## config.mk

```make
export PLATFORM = sky130hd
export DESIGN_NAME = adtg_trigger_gen
export DESIGN_NICKNAME = d
export VERILOG_FILES = /design/src/adtg_pkg.sv /design/src/adtg_source.sv /design/src/adtg_trigger_gen.sv
export SDC_FILE = /design/constraint.sdc
export NUM_CORES = 1
export LEC_CHECK = 0
export BUFFER_PORTS_ARGS = -buffer_cell sky130_fd_sc_hd__buf_2
export CAP_MARGIN = 20
export CORE_AREA = 2 2 99 101
export CTS_CLUSTER_DIAMETER = 150
export DETAILED_ROUTE_END_ITERATION = 8
export DIE_AREA = 0 0 101 103
export GPL_TIMING_DRIVEN = 0
export MAX_ROUTING_LAYER = met4
export PLACE_DENSITY = 0.83
export SYNTH_ARGS = -nofsm -noshare
export SYNTH_HDL_FRONTEND = slang
export SYNTH_HIERARCHICAL = 1
export SYNTH_SLANG_ARGS = --single-unit
```

## constraint.sdc

```tcl
create_clock -name core_clk -period 3 [get_ports core_clk]
set_input_delay 0.45 -clock core_clk [delete_from_list [all_inputs] [get_ports core_clk]]
set_output_delay 0.45 -clock core_clk [all_outputs]
set_load 0.005 [all_outputs]
```

## src/adtg_pkg.sv

```systemverilog
/*
 * Constants and carrier types for the dual unit trigger generator.
 * Assumes a 32-bit AXI4-Lite register bus and a 100 MHz core clock.
 */
package adtg_pkg;

   // ==========================================================
   // Register byte offsets
   localparam logic [7:0] REG_TRIG   = 8'h00; // dual_ctrl_reg1
   localparam logic [7:0] REG_MODE   = 8'h04; // dual_ctrl_reg2
   localparam logic [7:0] REG_DELAY  = 8'h08; // dual_ctrl_reg3
   localparam logic [7:0] REG_STATUS = 8'h0c; // Live state
   localparam logic [7:0] REG_SCAN   = 8'h10; // Scan ranges

   // ==========================================================
   // Field positions
   localparam int SW_TRIG_BIT  = 0;  // software_trigger_bit
   localparam int ILV_BIT      = 0;  // interleave_select
   localparam int EN_BIT       = 1;  // dual_trigger_enable
   localparam int SRC_LSB      = 2;  // trigger_source_select
   localparam int SCAN_A_START = 0;
   localparam int SCAN_A_WIDTH = 4;
   localparam int SCAN_B_START = 8;
   localparam int SCAN_B_WIDTH = 12;
   localparam int STS_WAIT_BIT = 0;  // Waiting for unit B trigger
   localparam int STS_NEXTB    = 1;  // Next event goes to unit B
   localparam int STS_BUSY_A   = 2;
   localparam int STS_BUSY_B   = 3;
   localparam int STS_VIOL     = 4;  // Sticky, write 1 to clear
   localparam int STS_CNT_LSB  = 8;

   // ==========================================================
   // Reset values and encodings
   localparam logic [31:0] WORD_ZERO   = 32'h0000_0000;
   localparam logic [1:0]  SRC_SW      = 2'h0;
   localparam logic [1:0]  SRC_TIMER   = 2'h1;
   localparam logic [1:0]  SRC_EXT     = 2'h2;
   localparam logic [1:0]  RESP_OKAY   = 2'h0;
   localparam logic [1:0]  RESP_SLVERR = 2'h2;
   localparam logic [3:0]  LAST_CH     = 4'h3;

   // Mode bits carried together
   typedef struct packed {
      logic [1:0] src;        // Trigger source
      logic       enable;     // dual_trigger_enable
      logic       interleave; // interleave_select
   } adtg_mode_t;

   // Scan range for one unit; start sits in the low nibble
   typedef struct packed {
      logic [3:0] width;      // Extra channels after start
      logic [3:0] start;      // First channel code
   } adtg_scan_t;

   // Trigger generator state, Gray along IDLE -> WAIT_B
   typedef enum logic [0:0] {
      ST_IDLE   = 1'b0,
      ST_WAIT_B = 1'b1
   } adtg_state_t;

endpackage

```

## src/adtg_source.sv

```systemverilog
/*
 * Trigger source conditioner: synchronises the timer and external
 * trigger pins, detects their edges and picks the selected source.
 * Assumes the pins are asynchronous to core_clk.
 */
`timescale 1ns/1ns
`default_nettype none

module adtg_source (
   // Clock and reset
   input  wire logic       core_clk,
   input  wire logic       reset,
   // Raw sources
   input  wire logic       timer_trig,
   input  wire logic       ext_trig,
   input  wire logic       sw_pulse,
   // Selection
   input  wire logic [1:0] src,
   input  wire logic       timer_fall,
   // Selected event, one cycle
   output logic            event_pulse
);

   // ==========================================================
   // Two-flop synchronisers plus one history stage per pin
   logic [1:0] meta;    // First stage, read by second only
   logic [1:0] sync;    // Second stage
   logic [1:0] hist;    // Previous synchronised value

   // Synchronise and remember
   always_ff @(posedge core_clk) begin
      if (reset) begin
         meta <= 2'h0;
         sync <= 2'h0;
         hist <= 2'h0;
      end else begin
         meta <= {ext_trig, timer_trig};
         sync <= meta;
         hist <= sync;
      end
   end

   // ==========================================================
   // Edge detection and selection
   logic timer_rise;    // Timer rising edge
   logic timer_drop;    // Timer falling edge
   logic ext_rise;      // External rising edge
   logic timer_event;   // Timer edge in use

   assign timer_rise  = sync[0] & ~hist[0];
   assign timer_drop  = ~sync[0] & hist[0];
   assign ext_rise    = sync[1] & ~hist[1];
   // Trigger start mode watches the falling edge
   assign timer_event = timer_fall ? timer_drop : timer_rise;

   // Source select
   assign event_pulse =
      (src == adtg_pkg::SRC_SW)    ? sw_pulse    :
      (src == adtg_pkg::SRC_TIMER) ? timer_event :
      (src == adtg_pkg::SRC_EXT)   ? ext_rise    : 1'b0;

endmodule

`default_nettype wire

```

## src/adtg_trigger_gen.sv

```systemverilog
/*
 * Dual unit trigger generator: AXI4-Lite register slave, interleave
 * and trigger start sequencing, timing-violation stop, scan ranges.
 * Assumes two converter units that report completion with one-cycle
 * done pulses on core_clk, and asynchronous trigger pins.
 */
`timescale 1ns/1ns
`default_nettype none

module adtg_trigger_gen #(
   parameter int CNT_W = 8          // Delay counter width
) (
   // Clock and reset
   input  wire logic              core_clk,
   input  wire logic              reset,
   // AXI4-Lite write address
   input  wire logic [7:0]        s_axi_awaddr,
   input  wire logic              s_axi_awvalid,
   output logic                   s_axi_awready,
   // AXI4-Lite write data
   input  wire logic [31:0]       s_axi_wdata,
   input  wire logic [3:0]        s_axi_wstrb,
   input  wire logic              s_axi_wvalid,
   output logic                   s_axi_wready,
   // AXI4-Lite write response
   output logic [1:0]             s_axi_bresp,
   output logic                   s_axi_bvalid,
   input  wire logic              s_axi_bready,
   // AXI4-Lite read address
   input  wire logic [7:0]        s_axi_araddr,
   input  wire logic              s_axi_arvalid,
   output logic                   s_axi_arready,
   // AXI4-Lite read data
   output logic [31:0]            s_axi_rdata,
   output logic [1:0]             s_axi_rresp,
   output logic                   s_axi_rvalid,
   input  wire logic              s_axi_rready,
   // Trigger inputs (pins)
   input  wire logic              timer_trig,
   input  wire logic              ext_trig,
   // Converter unit completion pulses
   input  wire logic              conv_done_a,
   input  wire logic              conv_done_b,
   // Converter unit controls
   output logic                   start_a,
   output logic                   start_b,
   output logic                   stop_a,
   output logic                   stop_b,
   // Scan channel ranges
   output logic [1:0]             scan_first_a,
   output logic [1:0]             scan_last_a,
   output logic [1:0]             scan_first_b,
   output logic [1:0]             scan_last_b
);

   // ==========================================================
   // Helper functions
   // Byte-lane merge of a write into a word
   function automatic logic [31:0] merge(input logic [31:0] old,
                                         input logic [31:0] nw,
                                         input logic [3:0]  strb);
      logic [31:0] res;
      res = old;
      for (int i = 0; i < 4; i++) begin
         if (strb[i]) begin
            res[i*8 +: 8] = nw[i*8 +: 8];
         end
      end
      return res;
   endfunction

   // Clamp a channel code to the last input
   function automatic logic [1:0] clamp_ch(input logic [4:0] code);
      logic [1:0] ch;
      ch = (code > {1'b0, adtg_pkg::LAST_CH}) ? 2'h3 : code[1:0];
      return ch;
   endfunction

   // ==========================================================
   // Register storage
   adtg_pkg::adtg_mode_t  mode;      // dual_ctrl_reg2 fields
   logic [CNT_W-1:0]      delay;     // unit_b_delay_count
   adtg_pkg::adtg_scan_t  scan_a;    // Unit A scan range
   adtg_pkg::adtg_scan_t  scan_b;    // Unit B scan range
   logic                  sw_pulse;  // Software trigger pulse
   logic                  viol;      // Sticky violation flag

   // ==========================================================
   // AXI4-Lite write channel capture
   logic [7:0]  aw_addr;             // Held write address
   logic        aw_held;             // Address captured
   logic [31:0] w_data;              // Held write data
   logic [3:0]  w_strb;              // Held strobes
   logic        w_held;              // Data captured
   logic        wr_go;               // Both halves present
   logic        wr_mapped;           // Write address decodes

   assign wr_go     = aw_held & w_held & ~s_axi_bvalid;
   assign wr_mapped = (aw_addr == adtg_pkg::REG_TRIG)  |
                      (aw_addr == adtg_pkg::REG_MODE)  |
                      (aw_addr == adtg_pkg::REG_DELAY) |
                      (aw_addr == adtg_pkg::REG_STATUS)|
                      (aw_addr == adtg_pkg::REG_SCAN);

   // Take address and data in either order, answer after both
   always_ff @(posedge core_clk) begin
      if (reset) begin
         aw_held <= 1'b0;
         aw_addr <= 8'h00;
         w_held  <= 1'b0;
         w_data  <= adtg_pkg::WORD_ZERO;
         w_strb  <= 4'h0;
         s_axi_bvalid <= 1'b0;
         s_axi_bresp  <= adtg_pkg::RESP_OKAY;
      end else begin
         if (s_axi_awvalid & s_axi_awready) begin
            aw_held <= 1'b1;
            aw_addr <= s_axi_awaddr;
         end else if (wr_go) begin
            aw_held <= 1'b0;
         end
         if (s_axi_wvalid & s_axi_wready) begin
            w_held <= 1'b1;
            w_data <= s_axi_wdata;
            w_strb <= s_axi_wstrb;
         end else if (wr_go) begin
            w_held <= 1'b0;
         end
         if (wr_go) begin
            s_axi_bvalid <= 1'b1;
            s_axi_bresp  <= wr_mapped ? adtg_pkg::RESP_OKAY
                                      : adtg_pkg::RESP_SLVERR;
         end else if (s_axi_bready) begin
            s_axi_bvalid <= 1'b0;
         end
      end
   end

   // Ready while the holding slot is free
   assign s_axi_awready = ~aw_held & ~reset;
   assign s_axi_wready  = ~w_held & ~reset;

   // ==========================================================
   // Register writes
   logic wr_trig;                    // Write to dual_ctrl_reg1
   logic wr_mode;                    // Write to dual_ctrl_reg2
   logic wr_delay;                   // Write to dual_ctrl_reg3
   logic wr_status;                  // Write to status
   logic wr_scan;                    // Write to scan ranges
   logic [31:0] mode_word;           // Current mode as a word
   logic [31:0] next_mode_word;      // Mode after merge
   logic [31:0] next_scan_word;      // Scan ranges after merge
   logic [31:0] next_delay_word;     // Delay after merge

   assign wr_trig   = wr_go & (aw_addr == adtg_pkg::REG_TRIG);
   assign wr_mode   = wr_go & (aw_addr == adtg_pkg::REG_MODE);
   assign wr_delay  = wr_go & (aw_addr == adtg_pkg::REG_DELAY);
   assign wr_status = wr_go & (aw_addr == adtg_pkg::REG_STATUS);
   assign wr_scan   = wr_go & (aw_addr == adtg_pkg::REG_SCAN);
   assign mode_word = {28'h0, mode.src, mode.enable, mode.interleave};
   assign next_mode_word  = merge(mode_word, w_data, w_strb);
   assign next_scan_word  = merge({16'h0, scan_b, scan_a},
                                  w_data, w_strb);
   assign next_delay_word = merge({{(32-CNT_W){1'b0}}, delay},
                                  w_data, w_strb);

   // Store the control fields; software pulse lasts one cycle
   always_ff @(posedge core_clk) begin
      if (reset) begin
         mode     <= '0;
         delay    <= '0;
         scan_a   <= '0;
         scan_b   <= '0;
         sw_pulse <= 1'b0;
      end else begin
         sw_pulse <= wr_trig & w_strb[0] &
                     w_data[adtg_pkg::SW_TRIG_BIT];
         if (wr_mode) begin
            mode.interleave <= next_mode_word[adtg_pkg::ILV_BIT];
            mode.enable     <= next_mode_word[adtg_pkg::EN_BIT];
            mode.src <= next_mode_word[adtg_pkg::SRC_LSB +: 2];
         end
         if (wr_delay) begin
            delay <= next_delay_word[CNT_W-1:0];
         end
         if (wr_scan) begin
            scan_a <= next_scan_word[7:0];
            scan_b <= next_scan_word[15:8];
         end
      end
   end

   // ==========================================================
   // Source conditioning
   logic ilv_mode;                   // Interleave active
   logic tsm_mode;                   // Trigger start active
   logic src_event;                  // Selected source event

   assign ilv_mode = mode.interleave & mode.enable;
   assign tsm_mode = ~mode.interleave & mode.enable;

   adtg_source u_source (
      .core_clk    (core_clk),
      .reset       (reset),
      .timer_trig  (timer_trig),
      .ext_trig    (ext_trig),
      .sw_pulse    (sw_pulse),
      .src         (mode.src),
      .timer_fall  (tsm_mode),
      .event_pulse (src_event)
   );

   // ==========================================================
   // Sequencer
   adtg_pkg::adtg_state_t state;     // Interleave wait state
   logic [CNT_W-1:0]      cnt;       // Delay counter
   logic                  next_b;    // Trigger start toggle
   logic                  busy_a;    // Unit A converting
   logic                  busy_b;    // Unit B converting
   logic ilv_bad;                    // Interleave event too early
   logic tsm_bad;                    // Trigger start event too early
   logic fire_a;                     // Issue unit A trigger
   logic fire_b_ilv;                 // Delay matched
   logic fire_b_tsm;                 // Alternate event to B
   logic abort;                      // Violation stop

   assign ilv_bad    = (state == adtg_pkg::ST_WAIT_B) | busy_a;
   assign tsm_bad    = next_b ? busy_b : busy_a;
   assign abort      = src_event & ((ilv_mode & ilv_bad) |
                                    (tsm_mode & tsm_bad));
   assign fire_a     = src_event & ~abort &
                       (ilv_mode | (tsm_mode & ~next_b));
   assign fire_b_tsm = src_event & ~abort & tsm_mode & next_b;
   assign fire_b_ilv = (state == adtg_pkg::ST_WAIT_B) & ilv_mode &
                       ~abort & (cnt == delay);

   // Interleave state: A trigger arms the wait, match or stop ends it
   always_ff @(posedge core_clk) begin
      if (reset) begin
         state <= adtg_pkg::ST_IDLE;
         cnt   <= '0;
      end else if (fire_a & ilv_mode) begin
         state <= adtg_pkg::ST_WAIT_B;
         cnt   <= '0;
      end else if (state == adtg_pkg::ST_WAIT_B) begin
         if (~ilv_mode | abort | fire_b_ilv) begin
            state <= adtg_pkg::ST_IDLE;
         end else begin
            cnt <= cnt + CNT_W'(1);
         end
      end
   end

   // Alternation in trigger start mode; restarts at A when left
   always_ff @(posedge core_clk) begin
      if (reset) begin
         next_b <= 1'b0;
      end else if (~tsm_mode) begin
         next_b <= 1'b0;
      end else if (fire_a | fire_b_tsm) begin
         next_b <= ~next_b;
      end
   end

   // Busy tracking; a finished B is kept even if stopped after
   always_ff @(posedge core_clk) begin
      if (reset) begin
         busy_a <= 1'b0;
         busy_b <= 1'b0;
      end else begin
         busy_a <= fire_a | (busy_a & ~conv_done_a & ~abort);
         busy_b <= fire_b_ilv | fire_b_tsm |
                   (busy_b & ~conv_done_b & ~abort);
      end
   end

   // Trigger and stop outputs, one cycle each
   always_ff @(posedge core_clk) begin
      if (reset) begin
         start_a <= 1'b0;
         start_b <= 1'b0;
         stop_a  <= 1'b0;
         stop_b  <= 1'b0;
      end else begin
         start_a <= fire_a;
         start_b <= fire_b_ilv | fire_b_tsm;
         stop_a  <= abort & busy_a;
         stop_b  <= abort & busy_b;
      end
   end

   // Sticky violation flag, set wins over clear
   always_ff @(posedge core_clk) begin
      if (reset) begin
         viol <= 1'b0;
      end else if (abort) begin
         viol <= 1'b1;
      end else if (wr_status & w_strb[0] &
                   w_data[adtg_pkg::STS_VIOL]) begin
         viol <= 1'b0;
      end
   end

   // ==========================================================
   // Scan ranges: clamped first channel and clamped last channel
   always_ff @(posedge core_clk) begin
      if (reset) begin
         scan_first_a <= 2'h0;
         scan_last_a  <= 2'h0;
         scan_first_b <= 2'h0;
         scan_last_b  <= 2'h0;
      end else begin
         scan_first_a <= clamp_ch({1'b0, scan_a.start});
         scan_last_a  <= clamp_ch({1'b0, scan_a.start} +
                                  {1'b0, scan_a.width});
         scan_first_b <= clamp_ch({1'b0, scan_b.start});
         scan_last_b  <= clamp_ch({1'b0, scan_b.start} +
                                  {1'b0, scan_b.width});
      end
   end

   // ==========================================================
   // AXI4-Lite read channel
   logic [31:0] status_word;         // Live state
   logic [31:0] rd_word;             // Selected read value
   logic        rd_mapped;           // Read address decodes

   assign status_word = {{(24-CNT_W){1'b0}}, cnt, 3'h0, viol,
                         busy_b, busy_a, next_b, state};
   assign rd_mapped = (s_axi_araddr == adtg_pkg::REG_TRIG)  |
                      (s_axi_araddr == adtg_pkg::REG_MODE)  |
                      (s_axi_araddr == adtg_pkg::REG_DELAY) |
                      (s_axi_araddr == adtg_pkg::REG_STATUS)|
                      (s_axi_araddr == adtg_pkg::REG_SCAN);
   assign rd_word =
      (s_axi_araddr == adtg_pkg::REG_MODE)   ? mode_word :
      (s_axi_araddr == adtg_pkg::REG_DELAY)  ?
         {{(32-CNT_W){1'b0}}, delay} :
      (s_axi_araddr == adtg_pkg::REG_STATUS) ? status_word :
      (s_axi_araddr == adtg_pkg::REG_SCAN)   ?
         {16'h0, scan_b, scan_a} : adtg_pkg::WORD_ZERO;

   // One read at a time; answer the cycle after the address
   always_ff @(posedge core_clk) begin
      if (reset) begin
         s_axi_rvalid <= 1'b0;
         s_axi_rdata  <= adtg_pkg::WORD_ZERO;
         s_axi_rresp  <= adtg_pkg::RESP_OKAY;
      end else if (s_axi_arvalid & s_axi_arready) begin
         s_axi_rvalid <= 1'b1;
         s_axi_rdata  <= rd_word;
         s_axi_rresp  <= rd_mapped ? adtg_pkg::RESP_OKAY
                                   : adtg_pkg::RESP_SLVERR;
      end else if (s_axi_rready) begin
         s_axi_rvalid <= 1'b0;
      end
   end

   assign s_axi_arready = ~s_axi_rvalid & ~reset;

endmodule

`default_nettype wire

```

# == Word-level counts from Yosys, hierarchy flattened ==
# Index checks and enable logic that the tools add are counted.
# totals
ff_bits,126
out_inout_bits,53
wordCells,169
in_bits,63
# op_classes
mux,27
n_eq_ne,11
magnitude_cmp,4
reduce_logical,15
n_addsub,3
bitwise,73
# op_table
cell,n
2-to-1 mux 16 bit,4
AND 1 bit,40
"equality test 8 x 4 -> 1 bit, second input constant",4
2-to-1 mux 1 bit,17
bitwise OR 1 bit,17
"equality test 8 x 3 -> 1 bit, second input constant",2
"equality test 8 x 5 -> 1 bit, second input constant",2
zero test 8 bit,2
NOT 1 bit,16
2-to-1 mux 2 bit,6
adder 4 x 4 -> 5 bit,2
"> comparator 5 x 2 -> 1 bit, second input constant",2
AND reduction 2 bit,5
nonzero test 2 bit,5
"adder 8 x 1 -> 8 bit, second input constant",1
equality test 8 bit,1
"> comparator 4 x 2 -> 1 bit, second input constant",2
OR reduction 2 bit,2
"equality test 2 x 1 -> 1 bit, second input constant",1
"equality test 2 bit, second input constant",1
zero test 2 bit,1

# == Depth between registers and ports, before layout ==
# depth
depth_word,13
mapped_depth,10
ltp_nobuf,8

# == Cells and area by module ==
# Netlist, hierarchy kept.
# modules_own_cells
module,area_each_um2,cells_per_inst,seq_area_each_um2,n_inst
adtg_trigger_gen,4770.8,532,2042.0,1
adtg_source,205.2,19,120.1,1

# == Worst setup path after synthesis ==
# Ideal clock, no wire load.
# synth_path
path_type,register to register
from,register mode[0] in the netlist's numbering
to,register cnt[7]
synth_period_minus_slack_ns,2.081
t_arrival_ns,1.944
required_time_ns,2.863
n_path_buf,2
path_stages_with_launch,10
slack_ns,0.919
setup_time_ns,0.137
path_cell_list,dfxtp_1 > clkbuf_1 > nor2b_1 > or3b_1 > a21oi_1 > a21o_1 > a41oi_1 > clkbuf_1 > nand2b_1 > mux2i_1
# synth_between
elab_chain_len,12
elab_cells_between_ends,25
classes_between,3 x mux; 20 x bitwise; 2 x reduce/logical
# synth_lines
element,line,source
start: declaration,adtg_trigger_gen.sv:81,adtg_pkg::adtg_mode_t mode;
NOT 1 bit (*),adtg_trigger_gen.sv:200,assign tsm_mode = ~mode.interleave & mode.enable;
AND 1 bit (*),adtg_trigger_gen.sv:200,
net tsm_mode,adtg_trigger_gen.sv:196,logic tsm_mode;
2-to-1 mux 1 bit (*),adtg_source.sv:54,assign timer_event = timer_fall ? timer_drop : timer_rise;
2-to-1 mux 1 bit (*),adtg_source.sv:59,(src == adtg_pkg::SRC_TIMER) ? timer_event :
2-to-1 mux 1 bit (*),adtg_source.sv:58,(src == adtg_pkg::SRC_SW) ? sw_pulse :
net src_event,adtg_trigger_gen.sv:197,logic src_event;
AND 1 bit,adtg_trigger_gen.sv:229,assign abort = src_event & ((ilv_mode & ilv_bad) |
NOT 1 bit,"adtg_trigger_gen.sv:231, adtg_trigger_gen.sv:235",
AND 1 bit,adtg_trigger_gen.sv:234,assign fire_b_ilv = (state == adtg_pkg::ST_WAIT_B) & ilv_mode &
AND 1 bit,adtg_trigger_gen.sv:235,~abort & (cnt == delay);
bitwise OR 1 bit,adtg_trigger_gen.sv:246,if (~ilv_mode | abort | fire_b_ilv) begin
NOT 1 bit (no line),--,
AND reduction 2 bit (no line),--,
end signal: assignment,adtg_trigger_gen.sv:249,cnt <= cnt + CNT_W'(1);
end: declaration,adtg_trigger_gen.sv:216,logic [CNT_W-1:0] cnt;
# The timed path passes the listed nets; every way through them passes the cells marked *.
# A chain may end at the register's enable or synchronous reset.

# == Worst setup path after layout ==
# layout_path
from,register mode[1] in the netlist's numbering
to,register cnt[3]
# layout_between
elab_chain_len,11
elab_cells_between_ends,24
classes_between,3 x mux; 19 x bitwise; 2 x reduce/logical
# layout_lines
element,line
AND 1 bit (*),adtg_trigger_gen.sv:200
net tsm_mode,adtg_trigger_gen.sv:196
2-to-1 mux 1 bit (*),adtg_source.sv:54
2-to-1 mux 1 bit (*),adtg_source.sv:59
2-to-1 mux 1 bit (*),adtg_source.sv:58
net src_event,adtg_trigger_gen.sv:197
AND 1 bit,adtg_trigger_gen.sv:229
NOT 1 bit,"adtg_trigger_gen.sv:231, adtg_trigger_gen.sv:235"
AND 1 bit,adtg_trigger_gen.sv:234
AND 1 bit,adtg_trigger_gen.sv:235
bitwise OR 1 bit,adtg_trigger_gen.sv:246
NOT 1 bit (no line),--
AND reduction 2 bit (no line),--
# Marked as above.

==> run summary <==
Die W -> 101 µm
Antenna Cells -> 0
final setup violation count -> 0
reg2reg path depth -> 9
DRC viols -> 0
EDFF count, synth -> 0
cells along the critical path -> clkbuf_1, nor2b_1, or3b_1, a21oi_1, a21o_1, a41oi_1, clkbuf_1, nand2_1, mux2i_1
clk sinks -> 108
CTS tree -> yes
gp weighted congestion -> 0.906
WL final -> 11.8 mm
Clock Latency Late Sink -> 0.38 ns
Netlist cell types -> 52
DR iter-0 viols -> 255
cell mode on critical path -> clkbuf_1
Cell Area, Synth -> 4980 µm²
Post-Syn Instances -> 551
CP arrival -> 2.98 ns
Starting Density -> 52.6%
postcts setup bufs -> 0
pwr dens -> 460 nW/µm²
CP Depth -> 9
Synth area leaders -> dfxtp_1, mux2i_1, nor2_1, nand2b_1, a21oi_1
commonest non-fill, non-tap cell in the layout -> dfxtp_1
CTS Hold Buffers Added -> 0
syn_area_per_cell -> 9.03 µm²
# rows -> 36
initial antenna violation count -> 0
WL/cell -> 15.3 µm
die height -> 103 µm
drt via density -> 5.49
Slew Viols, Final -> 0
Min-Delay Path Class -> input pin to register
most frequent cells in the layout -> dfxtp_1, buf_2, nor2_1
CP Max Fanout -> 10
first-pass detailed-route iteration total -> 5
GR Overflow Total -> 0
f_max -> 376 MHz
Worst Setup Start Kind -> register
number of global-route vias before repair -> 3933
Seq/Total Area, Yosys -> 43.4%
GRT Overall Usage -> 23.7%
first-pass GRT wire length -> 18.8 mm
Die ar. -> 10400 µm²
CP peak stage delay -> 0.61 ns
hold slack -> 0.260 ns
max cap viols -> 0
delay-heaviest family, CP -> compound AO/OA/AOI/OAI gates
H-tree Lvls -> 3
top-area cell type share of the netlist area -> 43.4%
Yosys top cell by area -> dfxtp_1
Async SR Flop Fraction -> 0%
Final TNS setup -> 0 ns
via count -> 4251
Data required, critical path -> 3.31 ns
dpl hpwl -> 8.78 mm
RSZ-0062 raised after global routing -> no
IO Count -> 116
Slew @ Worst Pin -> 1.02 ns
CTS root buf -> clkbuf_8
leakage -> 2.34 nW
crit path time final -> 2.66 ns
final worst-path cycle share -> 88.7%
#FFs+latches synth -> 108
Setup CP Type -> register to register
Peak VDD IR -> 0.250 mV
top_reg_cell synth -> dfxtp_1
DRT antenna net count -> 0
Buffers on Ports -> 78
Worst Path Buf+Inv -> 2
YS warnings -> 6
Clock Pin Slew Worst Setup and Hold Paths -> 0.10 ns
slowest cell on the critical path -> a41oi_1
number of buffers created by CTS -> 9
clock skew -> 0.0142 ns
largest net degree at the start of global routing -> 17
final hold vios -> 0
Core ar. -> 9460 µm²
# resized after CTS -> 0
Crit. End Element -> register
hold depth -> 2
Area Growth Syn to Fin -> 16.1%
fin nets -> 731
fraction of layout cells with a size suffix above 1 -> 18.0%
slew margin rel. -> 31.9%
outcome -> completed
clock buffer depth -> 2
[synth_stat cells (2+ instances only)]
library cell	count
nand3_1	15
nor4_4	3
a22o_1	8
nand3b_1	13
nor3_1	9
buf_4	18
nand2b_1	31
or3_1	3
fa_1	2
and4_1	2
o21ai_0	26
xor2_1	9
o311ai_0	2
o22a_1	2
nor4_2	2
nand4_1	5
a21o_1	2
inv_1	8
ha_1	9
dfxtp_1	108
a21oi_1	36
nor3b_1	4
a2111oi_0	3
clkbuf_1	33
o41ai_1	3
or4bb_1	4
mux2i_1	45
nand2_1	45
nor2b_1	14
o2111ai_1	2
and3b_1	2
and2_1	3
a22oi_1	6
or2_2	2
o22ai_1	2
nor2_1	53
a311oi_1	2
[per-stage QoR]
step	total power, mW	std cells	cell area [µm²]	utilization [%]	setup slack (ns)
6_report	2.66	775	5780	61.1	0.339
5_1_grt	2.76	775	5780	61.1	0.161
4_1_cts	2.66	775	5780	61.1	0.366
3_5_place_dp	1.74	760	5570	58.9	0.398
3_3_place_gp	1.74	760	5570	58.9	0.493
2_1_floorplan	1.66	568	5040	-	0.919
[layer usage]
metal	vias up	part of all wire [%]	GRT usage, %
met3	23	5.5	4.20
met5	-	0	-
met4	0	2.2	8.52
li1	2100	-	-
met2	148	49	38.6
met1	1980	43	29.8
[report_power, final]
part	switching (mW)	internal (mW)
sequential	0.0291	1.47
combinational	0.123	0.0955
clock	0.483	0.463
[flip-flops by register name, indices dropped and copies added, names as in the netlist, 4 cells and up]
name         count
aw_addr          8
cnt              8
delay            8
mode             4
s_axi_rdata     16
scan_a           8
scan_b           8
w_data          16
[kinds of logic after synthesis]
| logic type | Yosys count | share of synthesized area (%) |
|---|---|---|
| DFF | 108 | 43.4 |
| muxes | 45 | 9.05 |
| adders and majority gates | 11 | 3.07 |
| AOI/OAI and AO/OA | 99 | 12.4 |
| other | 1 | 0.0754 |
| xor gates and xnor gates | 9 | 1.58 |
| buffers and inverters | 61 | 6.11 |
| and+or+nand+nor | 217 | 24.3 |
[final timing paths]
check                        from               to  slack [ns]
setup / recovery          mode[1]           cnt[3]        0.34
hold / removal       s_axi_rready     s_axi_rvalid        0.26
setup reg to reg          mode[1]           cnt[3]        0.34
hold reg to reg   s_axi_rdata[14]  s_axi_rdata[14]        0.46
[cell type report]
cell class / count / area, µm²
Fill cell: 812 / 3680
Tap cell: 114 / 143
Clock inverter: 5 / 77.6
Sequential cell: 108 / 2160
Clock buffer: 10 / 128
Buffer: 53 / 274
Inverter: 8 / 30.0
Multi-Input combinational cell: 399 / 2570
Timing Repair Buffer: 78 / 390
(Power assumes the default switching activity.)
